## src/common/acl_pkg.sv

```systemverilog
// Shared constants and types for the ASCII command line parser.
`default_nettype none
package acl_pkg;
  // Characters that steer line framing and tokenising.
  localparam logic [7:0] CH_LF = 8'h0A;
  localparam logic [7:0] CH_CR = 8'h0D;
  localparam logic [7:0] CH_SP = 8'h20;
  localparam logic [7:0] CH_QUOTE = 8'h22;
  // Characters used to build replies.
  localparam logic [7:0] CH_ERR = 8'h45;
  localparam logic [7:0] CH_WARN = 8'h57;
  localparam logic [7:0] CH_ZERO = 8'h30;
  localparam logic [7:0] CH_PROMPT = 8'h3E;
  // Network port on which command lines are served.
  localparam logic [15:0] TCP_CMD_PORT = 16'h0017;
  // Outcome codes reported by the command executor.
  localparam logic [1:0] ST_OK = 2'h0;
  localparam logic [1:0] ST_WARN = 2'h1;
  localparam logic [1:0] ST_ERR = 2'h2;
  // Error numbers raised by the parser itself, three BCD digits.
  localparam logic [11:0] ERR_OVERFLOW = 12'h901;
  localparam logic [11:0] ERR_QUOTE = 12'h902;
  // Last digit position of a coded message.
  localparam logic [1:0] MSG_LAST = 2'h3;
  // Source port numbers.
  localparam logic PORT_SER = 1'b0;
  localparam logic PORT_TCP = 1'b1;
  // Main sequencer states.
  typedef enum logic [3:0] {
    S_IDLE, S_SCAN, S_WAIT, S_NAME, S_VALS, S_MSGSP, S_MSG, S_CR, S_LF, S_PROMPT
  } acl_state_e;
endpackage
`default_nettype wire

```

## src/design/acl_parser.sv

```systemverilog
// Line-oriented ASCII command parser serving a serial and a TCP byte stream.
// Notes on behaviour
// - Line is name, spaced parameters, ends with LF.
// - CR just before LF is dropped silently.
// - Quoted text with spaces is one parameter.
// - No parameters means query current value.
// - Query reply is name plus resendable values.
// - Every command ends with line break, prompt.
// - Failure prints E and three digit code.
// - Warning prints W code, command still runs.
// - Serial and TCP port 23 share syntax.
`default_nettype none
module acl_parser #(
  parameter int DEPTH = 64
) (
  // Clock and reset.
  input wire logic I_CLK,
  input wire logic I_RESET_N,
  // Serial receive stream.
  input wire logic I_SER_VALID,
  input wire logic [7:0] I_SER_DATA,
  output logic O_SER_READY,
  // TCP receive stream.
  input wire logic I_TCP_VALID,
  input wire logic [7:0] I_TCP_DATA,
  output logic O_TCP_READY,
  output logic [15:0] O_TCP_PORT_NUM,
  // Token stream to the command executor.
  output logic O_TOK_VALID,
  output logic [7:0] O_TOK_DATA,
  output logic O_TOK_FIRST,
  output logic O_TOK_NAME,
  output logic O_CMD_END,
  output logic O_CMD_QUERY,
  output logic O_CMD_PORT,
  // Executor outcome.
  input wire logic I_EXEC_DONE,
  input wire logic [1:0] I_EXEC_STATUS,
  input wire logic [11:0] I_EXEC_CODE,
  // Query value text from the executor.
  input wire logic I_VAL_VALID,
  input wire logic [7:0] I_VAL_DATA,
  input wire logic I_VAL_LAST,
  output logic O_VAL_READY,
  // Reply stream.
  output logic O_TX_VALID,
  output logic [7:0] O_TX_DATA,
  output logic O_TX_PORT,
  input wire logic I_TX_READY
);
  localparam int AW = $clog2(DEPTH);

  // Per-port ingress wires and buffer views.
  logic in_valid [2];
  logic [7:0] in_data [2];
  logic line_rdy [2];
  logic line_ovf [2];
  logic [AW:0] line_len [2];
  logic [7:0] rd_byte [2];
  logic release_p [2];
  logic [AW:0] idx_q, idx_d; // Read index into the selected buffer.

  assign in_valid[0] = I_SER_VALID;
  assign in_data[0] = I_SER_DATA;
  assign in_valid[1] = I_TCP_VALID;
  assign in_data[1] = I_TCP_DATA;
  // A port stalls while its finished line waits to be served.
  assign O_SER_READY = !line_rdy[0];
  assign O_TCP_READY = !line_rdy[1];
  assign O_TCP_PORT_NUM = acl_pkg::TCP_CMD_PORT;

  // One line buffer per port; both feed the same parser, so syntax is shared.
  for (genvar p = 0; p < 2; p++) begin : g_port
    logic [7:0] mem [DEPTH]; // Raw line text, no reset needed.
    logic [AW:0] len_q, len_d;
    logic rdy_q, rdy_d;
    logic ovf_q, ovf_d;
    logic we;
    logic [7:0] last_byte;

    assign last_byte = mem[AW'(len_q - 1'b1)];

    // Collect bytes until LF; a line only becomes visible once complete.
    always_comb begin
      len_d = len_q;
      rdy_d = rdy_q;
      ovf_d = ovf_q;
      we = 1'b0;
      if (in_valid[p] && !rdy_q) begin
        if (in_data[p] == acl_pkg::CH_LF) begin
          rdy_d = 1'b1;
          // A CR right before LF is taken off, so CR LF acts like LF.
          if (len_q != '0 && !ovf_q && last_byte == acl_pkg::CH_CR) begin
            len_d = len_q - 1'b1;
          end
        end else if (len_q == (AW+1)'(DEPTH)) begin
          // Too long: the rest is dropped and the line is answered with an error.
          ovf_d = 1'b1;
        end else begin
          we = 1'b1;
          len_d = len_q + 1'b1;
        end
      end
      if (release_p[p]) begin
        len_d = '0;
        rdy_d = 1'b0;
        ovf_d = 1'b0;
      end
    end

    // Register the buffer state and store accepted bytes.
    always_ff @(posedge I_CLK or negedge I_RESET_N) begin
      if (!I_RESET_N) begin
        len_q <= '0;
        rdy_q <= 1'b0;
        ovf_q <= 1'b0;
      end else begin
        len_q <= len_d;
        rdy_q <= rdy_d;
        ovf_q <= ovf_d;
      end
    end

    always_ff @(posedge I_CLK) begin
      if (we) begin
        mem[len_q[AW-1:0]] <= in_data[p];
      end
    end

    assign line_rdy[p] = rdy_q;
    assign line_ovf[p] = ovf_q;
    assign line_len[p] = len_q;
    assign rd_byte[p] = mem[idx_q[AW-1:0]];
  end

  // Sequencer state.
  acl_pkg::acl_state_e state_q, state_d;
  logic sel_q, sel_d; // Port being served.
  logic rr_q, rr_d; // Port that wins a tie next time.
  logic inq_q, inq_d; // Inside quotation marks.
  logic intok_q, intok_d; // Inside a token.
  logic fresh_q, fresh_d; // Token opened by a quote, no byte yet.
  logic named_q, named_d; // Command name complete.
  logic param_q, param_d; // At least one parameter seen.
  logic [AW:0] nm_beg_q, nm_beg_d;
  logic [AW:0] nm_end_q, nm_end_d;
  logic [1:0] status_q, status_d;
  logic [11:0] code_q, code_d;
  logic [1:0] msg_q, msg_d;
  logic query_q, query_d;
  logic tok_valid_q, tok_valid_d;
  logic [7:0] tok_data_q, tok_data_d;
  logic tok_first_q, tok_first_d;
  logic tok_name_q, tok_name_d;
  logic cmd_end_q, cmd_end_d;
  logic tx_valid_q, tx_valid_d;
  logic [7:0] tx_data_q, tx_data_d;
  logic tx_free;
  logic [7:0] cur;
  logic [3:0] digit;

  assign tx_free = !tx_valid_q || I_TX_READY;
  assign cur = rd_byte[sel_q];
  assign O_VAL_READY = (state_q == acl_pkg::S_VALS) && tx_free;
  assign release_p[0] = (state_q == acl_pkg::S_PROMPT) && tx_free && (sel_q == acl_pkg::PORT_SER);
  assign release_p[1] = (state_q == acl_pkg::S_PROMPT) && tx_free && (sel_q == acl_pkg::PORT_TCP);

  // Next-state logic: pick a line, tokenise it, wait for the outcome, then reply.
  always_comb begin
    state_d = state_q;
    sel_d = sel_q;
    rr_d = rr_q;
    idx_d = idx_q;
    inq_d = inq_q;
    intok_d = intok_q;
    fresh_d = fresh_q;
    named_d = named_q;
    param_d = param_q;
    nm_beg_d = nm_beg_q;
    nm_end_d = nm_end_q;
    status_d = status_q;
    code_d = code_q;
    msg_d = msg_q;
    query_d = query_q;
    tok_valid_d = 1'b0;
    tok_data_d = tok_data_q;
    tok_first_d = tok_first_q;
    tok_name_d = tok_name_q;
    cmd_end_d = 1'b0;
    tx_valid_d = tx_valid_q && !I_TX_READY;
    tx_data_d = tx_data_q;
    digit = code_q[11:8];
    case (msg_q)
      2'h2: digit = code_q[7:4];
      2'h3: digit = code_q[3:0];
      default: digit = code_q[11:8];
    endcase
    case (state_q)
      acl_pkg::S_IDLE: begin
        // Alternate priority so one busy port cannot starve the other.
        // Wait until the last prompt byte has left, so the reply port never changes under a stalled byte.
        if (tx_free && (line_rdy[rr_q] || line_rdy[!rr_q])) begin
          sel_d = line_rdy[rr_q] ? rr_q : !rr_q;
          rr_d = !sel_d;
          idx_d = '0;
          {inq_d, intok_d, fresh_d, named_d, param_d} = '0;
          nm_beg_d = '0;
          nm_end_d = '0;
          msg_d = '0;
          state_d = acl_pkg::S_SCAN;
        end
      end
      acl_pkg::S_SCAN: begin
        if (idx_q == line_len[sel_q]) begin
          if (intok_q && !named_q) begin
            nm_end_d = idx_q;
          end
          query_d = !param_q;
          if (line_ovf[sel_q] || inq_q) begin
            status_d = acl_pkg::ST_ERR;
            code_d = line_ovf[sel_q] ? acl_pkg::ERR_OVERFLOW : acl_pkg::ERR_QUOTE;
            state_d = acl_pkg::S_MSG;
          end else if (!intok_q && !named_q) begin
            // Empty line: nothing to run, just a fresh prompt.
            state_d = acl_pkg::S_CR;
          end else begin
            cmd_end_d = 1'b1;
            state_d = acl_pkg::S_WAIT;
          end
        end else begin
          idx_d = idx_q + 1'b1;
          if (cur == acl_pkg::CH_QUOTE) begin
            // Quotes group text, spaces included, into one token.
            inq_d = !inq_q;
            if (!intok_q) begin
              intok_d = 1'b1;
              fresh_d = 1'b1;
              param_d = param_q || named_q;
              if (!named_q) begin
                nm_beg_d = idx_q;
              end
            end
          end else if (cur == acl_pkg::CH_SP && !inq_q) begin
            // Unquoted space ends a token; runs of spaces collapse.
            if (intok_q) begin
              intok_d = 1'b0;
              if (!named_q) begin
                named_d = 1'b1;
                nm_end_d = idx_q;
              end
            end
          end else begin
            tok_valid_d = 1'b1;
            tok_data_d = cur;
            tok_first_d = !intok_q || fresh_q;
            tok_name_d = !named_q;
            intok_d = 1'b1;
            fresh_d = 1'b0;
            if (!intok_q) begin
              param_d = param_q || named_q;
              if (!named_q) begin
                nm_beg_d = idx_q;
              end
            end
          end
        end
      end
      acl_pkg::S_WAIT: begin
        if (I_EXEC_DONE) begin
          status_d = I_EXEC_STATUS;
          code_d = I_EXEC_CODE;
          if (I_EXEC_STATUS != acl_pkg::ST_ERR && query_q) begin
            idx_d = nm_beg_q;
            state_d = acl_pkg::S_NAME;
          end else if (I_EXEC_STATUS != acl_pkg::ST_OK) begin
            state_d = acl_pkg::S_MSG;
          end else begin
            state_d = acl_pkg::S_CR;
          end
        end
      end
      acl_pkg::S_NAME: begin
        // Replay the name as received, then a space before the values.
        if (tx_free) begin
          tx_valid_d = 1'b1;
          if (idx_q == nm_end_q) begin
            tx_data_d = acl_pkg::CH_SP;
            state_d = acl_pkg::S_VALS;
          end else begin
            tx_data_d = cur;
            idx_d = idx_q + 1'b1;
          end
        end
      end
      acl_pkg::S_VALS: begin
        // Values come formatted by the executor, optional ones only if needed.
        if (tx_free && I_VAL_VALID) begin
          tx_valid_d = 1'b1;
          tx_data_d = I_VAL_DATA;
          if (I_VAL_LAST) begin
            state_d = (status_q == acl_pkg::ST_WARN) ? acl_pkg::S_MSGSP : acl_pkg::S_CR;
          end
        end
      end
      acl_pkg::S_MSGSP: begin
        if (tx_free) begin
          tx_valid_d = 1'b1;
          tx_data_d = acl_pkg::CH_SP;
          state_d = acl_pkg::S_MSG;
        end
      end
      acl_pkg::S_MSG: begin
        // Letter then three digits; a warning only follows a completed command.
        if (tx_free) begin
          tx_valid_d = 1'b1;
          if (msg_q == '0) begin
            tx_data_d = (status_q == acl_pkg::ST_ERR) ? acl_pkg::CH_ERR : acl_pkg::CH_WARN;
          end else begin
            tx_data_d = acl_pkg::CH_ZERO + {4'h0, digit};
          end
          msg_d = msg_q + 1'b1;
          if (msg_q == acl_pkg::MSG_LAST) begin
            state_d = acl_pkg::S_CR;
          end
        end
      end
      acl_pkg::S_CR: begin
        // Every command, good or bad, closes with CR LF and a prompt.
        if (tx_free) begin
          tx_valid_d = 1'b1;
          tx_data_d = acl_pkg::CH_CR;
          state_d = acl_pkg::S_LF;
        end
      end
      acl_pkg::S_LF: begin
        if (tx_free) begin
          tx_valid_d = 1'b1;
          tx_data_d = acl_pkg::CH_LF;
          state_d = acl_pkg::S_PROMPT;
        end
      end
      acl_pkg::S_PROMPT: begin
        if (tx_free) begin
          tx_valid_d = 1'b1;
          tx_data_d = acl_pkg::CH_PROMPT;
          state_d = acl_pkg::S_IDLE;
        end
      end
      default: begin
        state_d = acl_pkg::S_IDLE;
      end
    endcase
  end

  // Register the sequencer, token and reply state.
  always_ff @(posedge I_CLK or negedge I_RESET_N) begin
    if (!I_RESET_N) begin
      state_q <= acl_pkg::S_IDLE;
      sel_q <= acl_pkg::PORT_SER;
      rr_q <= acl_pkg::PORT_SER;
      idx_q <= '0;
      {inq_q, intok_q, fresh_q, named_q, param_q} <= '0;
      nm_beg_q <= '0;
      nm_end_q <= '0;
      status_q <= acl_pkg::ST_OK;
      code_q <= '0;
      msg_q <= '0;
      query_q <= 1'b0;
      tok_valid_q <= 1'b0;
      tok_data_q <= '0;
      tok_first_q <= 1'b0;
      tok_name_q <= 1'b0;
      cmd_end_q <= 1'b0;
      tx_valid_q <= 1'b0;
      tx_data_q <= '0;
    end else begin
      state_q <= state_d;
      sel_q <= sel_d;
      rr_q <= rr_d;
      idx_q <= idx_d;
      {inq_q, intok_q, fresh_q, named_q, param_q} <= {inq_d, intok_d, fresh_d, named_d, param_d};
      nm_beg_q <= nm_beg_d;
      nm_end_q <= nm_end_d;
      status_q <= status_d;
      code_q <= code_d;
      msg_q <= msg_d;
      query_q <= query_d;
      tok_valid_q <= tok_valid_d;
      tok_data_q <= tok_data_d;
      tok_first_q <= tok_first_d;
      tok_name_q <= tok_name_d;
      cmd_end_q <= cmd_end_d;
      tx_valid_q <= tx_valid_d;
      tx_data_q <= tx_data_d;
    end
  end

  assign O_TOK_VALID = tok_valid_q;
  assign O_TOK_DATA = tok_data_q;
  assign O_TOK_FIRST = tok_first_q;
  assign O_TOK_NAME = tok_name_q;
  assign O_CMD_END = cmd_end_q;
  assign O_CMD_QUERY = query_q;
  assign O_CMD_PORT = sel_q;
  assign O_TX_VALID = tx_valid_q;
  assign O_TX_DATA = tx_data_q;
  assign O_TX_PORT = sel_q;
endmodule
`default_nettype wire

```

## config.mk

```make
export PLATFORM = sky130hd
export DESIGN_NAME = acl_parser
export DESIGN_NICKNAME = d
export VERILOG_FILES = /design/src/common/acl_pkg.sv /design/src/design/acl_parser.sv
export SDC_FILE = /design/constraint.sdc
export NUM_CORES = 2
export LEC_CHECK = 0
export ABC_CLOCK_PERIOD_IN_PS = 5070
export BUFFER_PORTS_ARGS = -buffer_cell sky130_fd_sc_hd__clkbuf_2
export CAP_MARGIN = 0
export CORE_MARGIN = 4
export CORE_UTILIZATION = 30
export CTS_BUF_LIST = sky130_fd_sc_hd__clkbuf_8
export DETAILED_ROUTE_END_ITERATION = 8
export PLACE_DENSITY = 0.51
export SKIP_LAST_GASP = 1
export SYNTH_ARGS = -nofsm -noshare
export SYNTH_HDL_FRONTEND = slang
export SYNTH_SLANG_ARGS = --single-unit
export TNS_END_PERCENT = 30
```

## constraint.sdc

```tcl
create_clock -name I_CLK -period 5.07 [get_ports I_CLK]
set_input_delay 0.507 -clock I_CLK [delete_from_list [all_inputs] [get_ports I_CLK]]
set_output_delay 0.507 -clock I_CLK [all_outputs]
set_load 0.05 [all_outputs]
```

* After elaboration in Yosys (flattened, before gate mapping)
Memories as Yosys holds them, arrays and structs flattened. Index checks and enable logic that the tools add are counted.
Operators by class: reduce and logical (&&, ||, !) cells 71, bitwise operators 7, $add $sub $neg 7, magnitude comparators 3, muxes and demuxes 146, equality and inequality tests 58
Operators with widths (number):
- 2-to-1 mux 7 bit | 31
- 2-to-1 mux 8 bit | 11
- 2-to-1 mux 1 bit | 62
- case mux 8 bit (7 select lines) | 1
- 2-to-1 mux 4 bit | 13
- inequality test 2 bit, second input constant | 23
- case mux 4 bit (10 select lines) | 1
- 2-to-1 mux 12 bit | 3
- equality test 8 x 4 -> 1 bit, second input constant | 4
- case mux 7 bit (2 select lines) | 2
- case mux 7 bit (4 select lines) | 1
- inequality test 3 bit, second input constant | 9
- case mux 12 bit (2 select lines) | 1
- adder 7 x 1 -> 7 bit, second input constant | 3
- nonzero test 7 bit | 3
- nonzero test 2 bit | 10
- AND reduction 3 bit | 6
- logical AND 1 bit | 17
- equality test 4 x 3 -> 1 bit, second input constant | 4
- equality test 8 x 6 -> 1 bit, second input constant | 2
- AND reduction 4 bit | 4
- equality test 7 bit | 2
- equality test 7 bit, second input constant | 2
- 2-to-1 mux 2 bit | 7
- 30 further kinds | 70
Word-level totals: bits in registers 88, word-level logic and storage cells 322, bits of input ports 46, bits in writable memories 1024, memories 2, output and inout bits 43
Memory list:
- g_port[0].mem | depth 64, width 8, read ports 2, clocked after Yosys merged registers in 0, write ports 1, line acl_parser.sv:74 | logic [7:0] mem [DEPTH];
- g_port[1].mem | depth 64, width 8, read ports 2, clocked after Yosys merged registers in 0, write ports 1, line acl_parser.sv:74

* Logic depth before layout (Yosys ltp)
depth after elaboration 10, gate-level depth with buffers 17, gate-level depth less buffers 11

* Worst setup path before layout
Ideal clock, no wire load.
kind register -> register, start point register g_port[0].len_q[0], end point register g_port[0].len_q[4], slack 1.161 ns, clock period less this slack 3.909 ns, buffers on the path 6, arrival time 3.808 ns, stages on the path, launching flop included 17, data required time 4.969 ns, setup time 0.101 ns, cell sequence dfrtp_1 > clkbuf_1 > clkbuf_1 > inv_1 > buf_1 > ha_1 > clkbuf_1 > clkbuf_1 > clkbuf_1 > a21oi_1 > a211oi_1 > a21oi_1 > o21ai_0 > a211oi_1 > nor3_2 > o21ai_1 > o32ai_1
On the way: longest elaborated chain between the ends 6
RTL lines:
- from (decl) | line acl_parser.sv:75 | logic [AW:0] len_q, len_d;
- from (signal assigned) | line acl_parser.sv:118 | len_q <= len_d;
- subtractor 7 x 1 -> 7 bit | line acl_parser.sv:94 | len_d = len_q - 1'b1;
- memory read (64 x 8 bit)
- equality test 8 x 4 -> 1 bit | line acl_parser.sv:93 | if (len_q != '0 && !ovf_q && last_byte == acl_pkg::CH_CR) begin
- logical AND 1 bit | line acl_parser.sv:93
- inequality test 3 x 2 -> 1 bit (no line)
- AND reduction 3 bit (no line)
Several ways; a longest one is shown, not always the timed one. The select of a mux whose other input is x is not followed. A chain may end at the register's enable or synchronous reset.

* Worst setup path in the final report
start point register idx_q[1], end point register tok_data_q[2] (netlist: O_TOK_DATA[2])
On the way: longest elaborated chain between the ends 8
RTL lines:
- from (decl) | line acl_parser.sv:61 | logic [AW:0] idx_q, idx_d;
- from (signal assigned) | line acl_parser.sv:380 | idx_q <= idx_d;
- memory read (64 x 8 bit)
- 2-to-1 mux 8 bit (not written as such) (3 in a row) | line acl_parser.sv:163 | assign cur = rd_byte[sel_q];
- equality test 8 x 6 -> 1 bit | line acl_parser.sv:243 | end else if (cur == acl_pkg::CH_SP && !inq_q) begin
- logical AND 1 bit | line acl_parser.sv:243
- inverter 1 bit (no line)
- AND reduction 4 bit (no line)
- to (signal assigned) | line acl_parser.sv:389 | tok_data_q <= tok_data_d;
- to (decl) | line acl_parser.sv:152 | logic [7:0] tok_data_q, tok_data_d;
Several ways; a longest one is shown, not always the timed one. The select of a mux whose other input is x is not followed.

==> flow_metrics.tcl <==
set metrics [dict create \
    synth_largest_area_cell "edfxtp_1" \
    path_class "reg -> reg" \
    wl_per_cell_um 29.1 \
    yosys-top-cells-area "edfxtp_1 62%, mux4_2 8.0%, dfrtp_1 4.5%, mux2i_1 3.8%, nor2_1 1.6%" \
    reg2reg_setup_slack_ns 0.12 \
    dpl-instance-area_sq_um 52600 \
    end_kind "register" \
    ys_types 83 \
    n_fill_cell 15692 \
    fin_tns_setup_ns 0 \
    hp-class "in -> reg" \
    worst_slew_pin_slew_ns 1.26 \
    holdPathEnd "O_TX_DATA[7]" \
    grt-ovfl-total 0 \
    regArea_sq_um 33000 \
    multiInputGateArea_sq_um 15200 \
    drt_first_iter_violations 3844 \
    ant_nets 0 \
    synthFlopType "edfxtp_1" \
    maxSlewHeadroom 0.151 \
    pwr_density_cell_nw_per_um2 515 \
    die_y_um 413 \
    dieArea_sq_um 171000 \
    fin_crit_ns 4.95 \
    grt_pass1_wl_mm 235 \
    drive_gt1_frac 0.200 \
    path_clk_slew_ns 0.07 \
    fin_crit_sh 0.975 \
    finalSetupViolations 0 \
    dp.final_hpwl_mm 111 \
    holdPathStages 4 \
    cts_buffer_depth 3 \
    area_growth_pct 14.8 \
    worstHoldStart "I_VAL_DATA[7]" \
    ys_ff_latch 1112 \
    post-route-util 0.347 \
    core_sq_um 163000 \
    cts.sinks 1112 \
    cts_root_buf "clkbuf_8" \
    cts_setup_buffers 0 \
    synth_top_area_share 0.624 \
    final_nets 3417 \
    cp_data_required_time_ns 5.85 \
    port_buffers 72 \
    drc 0 \
    crit_fanout 28 \
    peakVddDrop_uv 365 \
    syn_inst 3134 \
    grt_max_degree 65 \
    synth_edf_count 1024 \
    run_status "finished clean" \
    cts_buffers 177 \
    p_leak_uw 0.0180 \
    syn_area_per_cell_sq_um 15.7 \
    final_cell_area_sq_um 56600 \
    slew_violations 0 \
    start_util 0.302 \
    vias 31732 \
    grt_pass1_vias 31623 \
    rsz0062_at_grt "false" \
    htreeDepth 4 \
    reg2reg_to "O_TOK_DATA[2]" \
    ys_async_sr_fraction 0.0791 \
    start_kind "register" \
    drv_cap 0 \
    synth_common_cells "1024 x edfxtp_1, 211 x nor2_1, 186 x mux2i_1" \
    worst_ep_arrival_time_ns 5.73 \
    synth_seq_area_share 0.669 \
    antenna_found_initial 3 \
    die_w_um 413 \
    grt_use_total 0.190 \
    place.gp.congestion 0.897 \
    vias_per_cell 5.58 \
    r2r-start "idx_q[1]" \
    post-synth-top-count-cell "edfxtp_1" \
    hold_violations 0 \
    clk_latency_ns 0.91 \
    r2r_cells 10 \
    dr.pass1.iters 6 \
    finClkSkew_ns 0.0406 \
    ioPinCount 89 \
    wl_mm 165 \
    netlist_area_sq_um 49300 \
    ys_warn_count 0 \
    rows 148 \
    cts_tree "built" \
    max_freq_mhz 202 \
]
==> critical path: stages, from the launching register on <==
cell	delay (ns)
dfrtp_4	0.69
buf_4	0.47
nor2b_1	0.90
a22oi_1	0.27
a31oi_1	0.50
a32oi_1	0.26
a221o_1	0.46
nor2b_1	0.21
nand3_2	0.13
o21a_1	0.55
mux2_4	0.35
==> what timing repair did <==
item / in CTS / in global routing
resized for setup: 0 / 0
endpoints found under the hold margin: 70 / 0
hold buffers: 21 / 0
==> how the worst max path moves through the flow <==
stage | slack [ns] | from | depth (start not counted) | endpoint
final | 0.12 | idx_q[1] | 10 | O_TOK_DATA[2]
after floorplan | 1.16 | g_port[0].len_q[0] | 16 | g_port[0].len_q[4]
after global placement | 0.34 | idx_q[1] | 10 | O_TOK_DATA[2]
after global routing | 0.19 | idx_q[1] | 10 | O_TOK_DATA[3]
after detailed placement | 0.32 | idx_q[1] | 10 | O_TOK_DATA[2]
after CTS | 0.31 | idx_q[1] | 10 | O_TOK_DATA[2]
==> cell families (layout without fill, tap and decap cells) <==
family	Yosys count	after routing	share of synthesized area
adder cells (fa/ha/maj)	10	10	0.00254
multiplexers	398	398	0.127
AND/OR/NAND/NOR	849	849	0.0984
buffers and inverters	236	600	0.0246
XOR/XNOR	28	28	0.00498
flip-flops	1112	1112	0.669
AO/OA/AOI/OAI	499	499	0.0737
other	2	17	0.000152
==> layout make-up <==
class	count	share of cell area
Sequential cell	1112	0.583
Multi-Input combinational cell	1800	0.269
Tap cell	2175	0.0481
Clock buffer	183	0.0445
Timing Repair Buffer	235	0.0310
Clock inverter	147	0.0223
Inverter	35	0.00232
Antenna cell	1	0.0000442
==> report_power, final <==
group	leakage (uW)	total, uW	internal (uW)	switching (uW)
Combinational	0.00561	9840	3290	6550
Sequential	0.0103	11000	10600	491
Clock	0.00206	8260	4480	3780
==> registers in the layout, summed over array words and instances (netlist names), 2 cells and up <==
register / flops
code_q: 12
idx_q: 7
O_TX_DATA: 8
nm_beg_q: 7
g_port.rdy_q: 2
state_q: 4
g_port.len_q: 14
msg_q: 2
g_port.mem: 1024
g_port.ovf_q: 2
nm_end_q: 7
O_TOK_DATA: 8
status_q: 2
==> stage by stage <==
step                      setup WS (ns)  power (uW)  hold WS [ns]  instances
after floorplan                    1.16       16700         0.211       3148
after global placement            0.339       20900         0.464       5336
after detailed placement          0.322       20900         0.470       5336
after CTS                         0.308       29100      0.000564       5687
after global routing              0.193       30200        0.0575       5688
final                             0.124       29100        0.0703       5688
==> cell usage in the layout (no fill, tap or decap), types with 83 or more instances in the layout <==
master / count
a21oi_1: 83
mux4_2: 176
edfxtp_1: 1024
nand3_1: 85
nand2_1: 116
mux2i_1: 186
nor2_1: 209
clkbuf_8: 183
dfrtp_1: 83
buf_4: 134
==> layer usage <==
metal / vias up / track usage / wire, um / share of wire
li1: 13388 / - / - / -
met2: 1531 / 0.294 / 75200 / 0.46
met1: 16543 / 0.271 / 72400 / 0.44
met4: 2 / 0.0634 / 5030 / 0.030
met3: 268 / 0.0326 / 12700 / 0.077
met5: - / 0 / 13 / 0.000079
(Power assumes the default switching activity.)
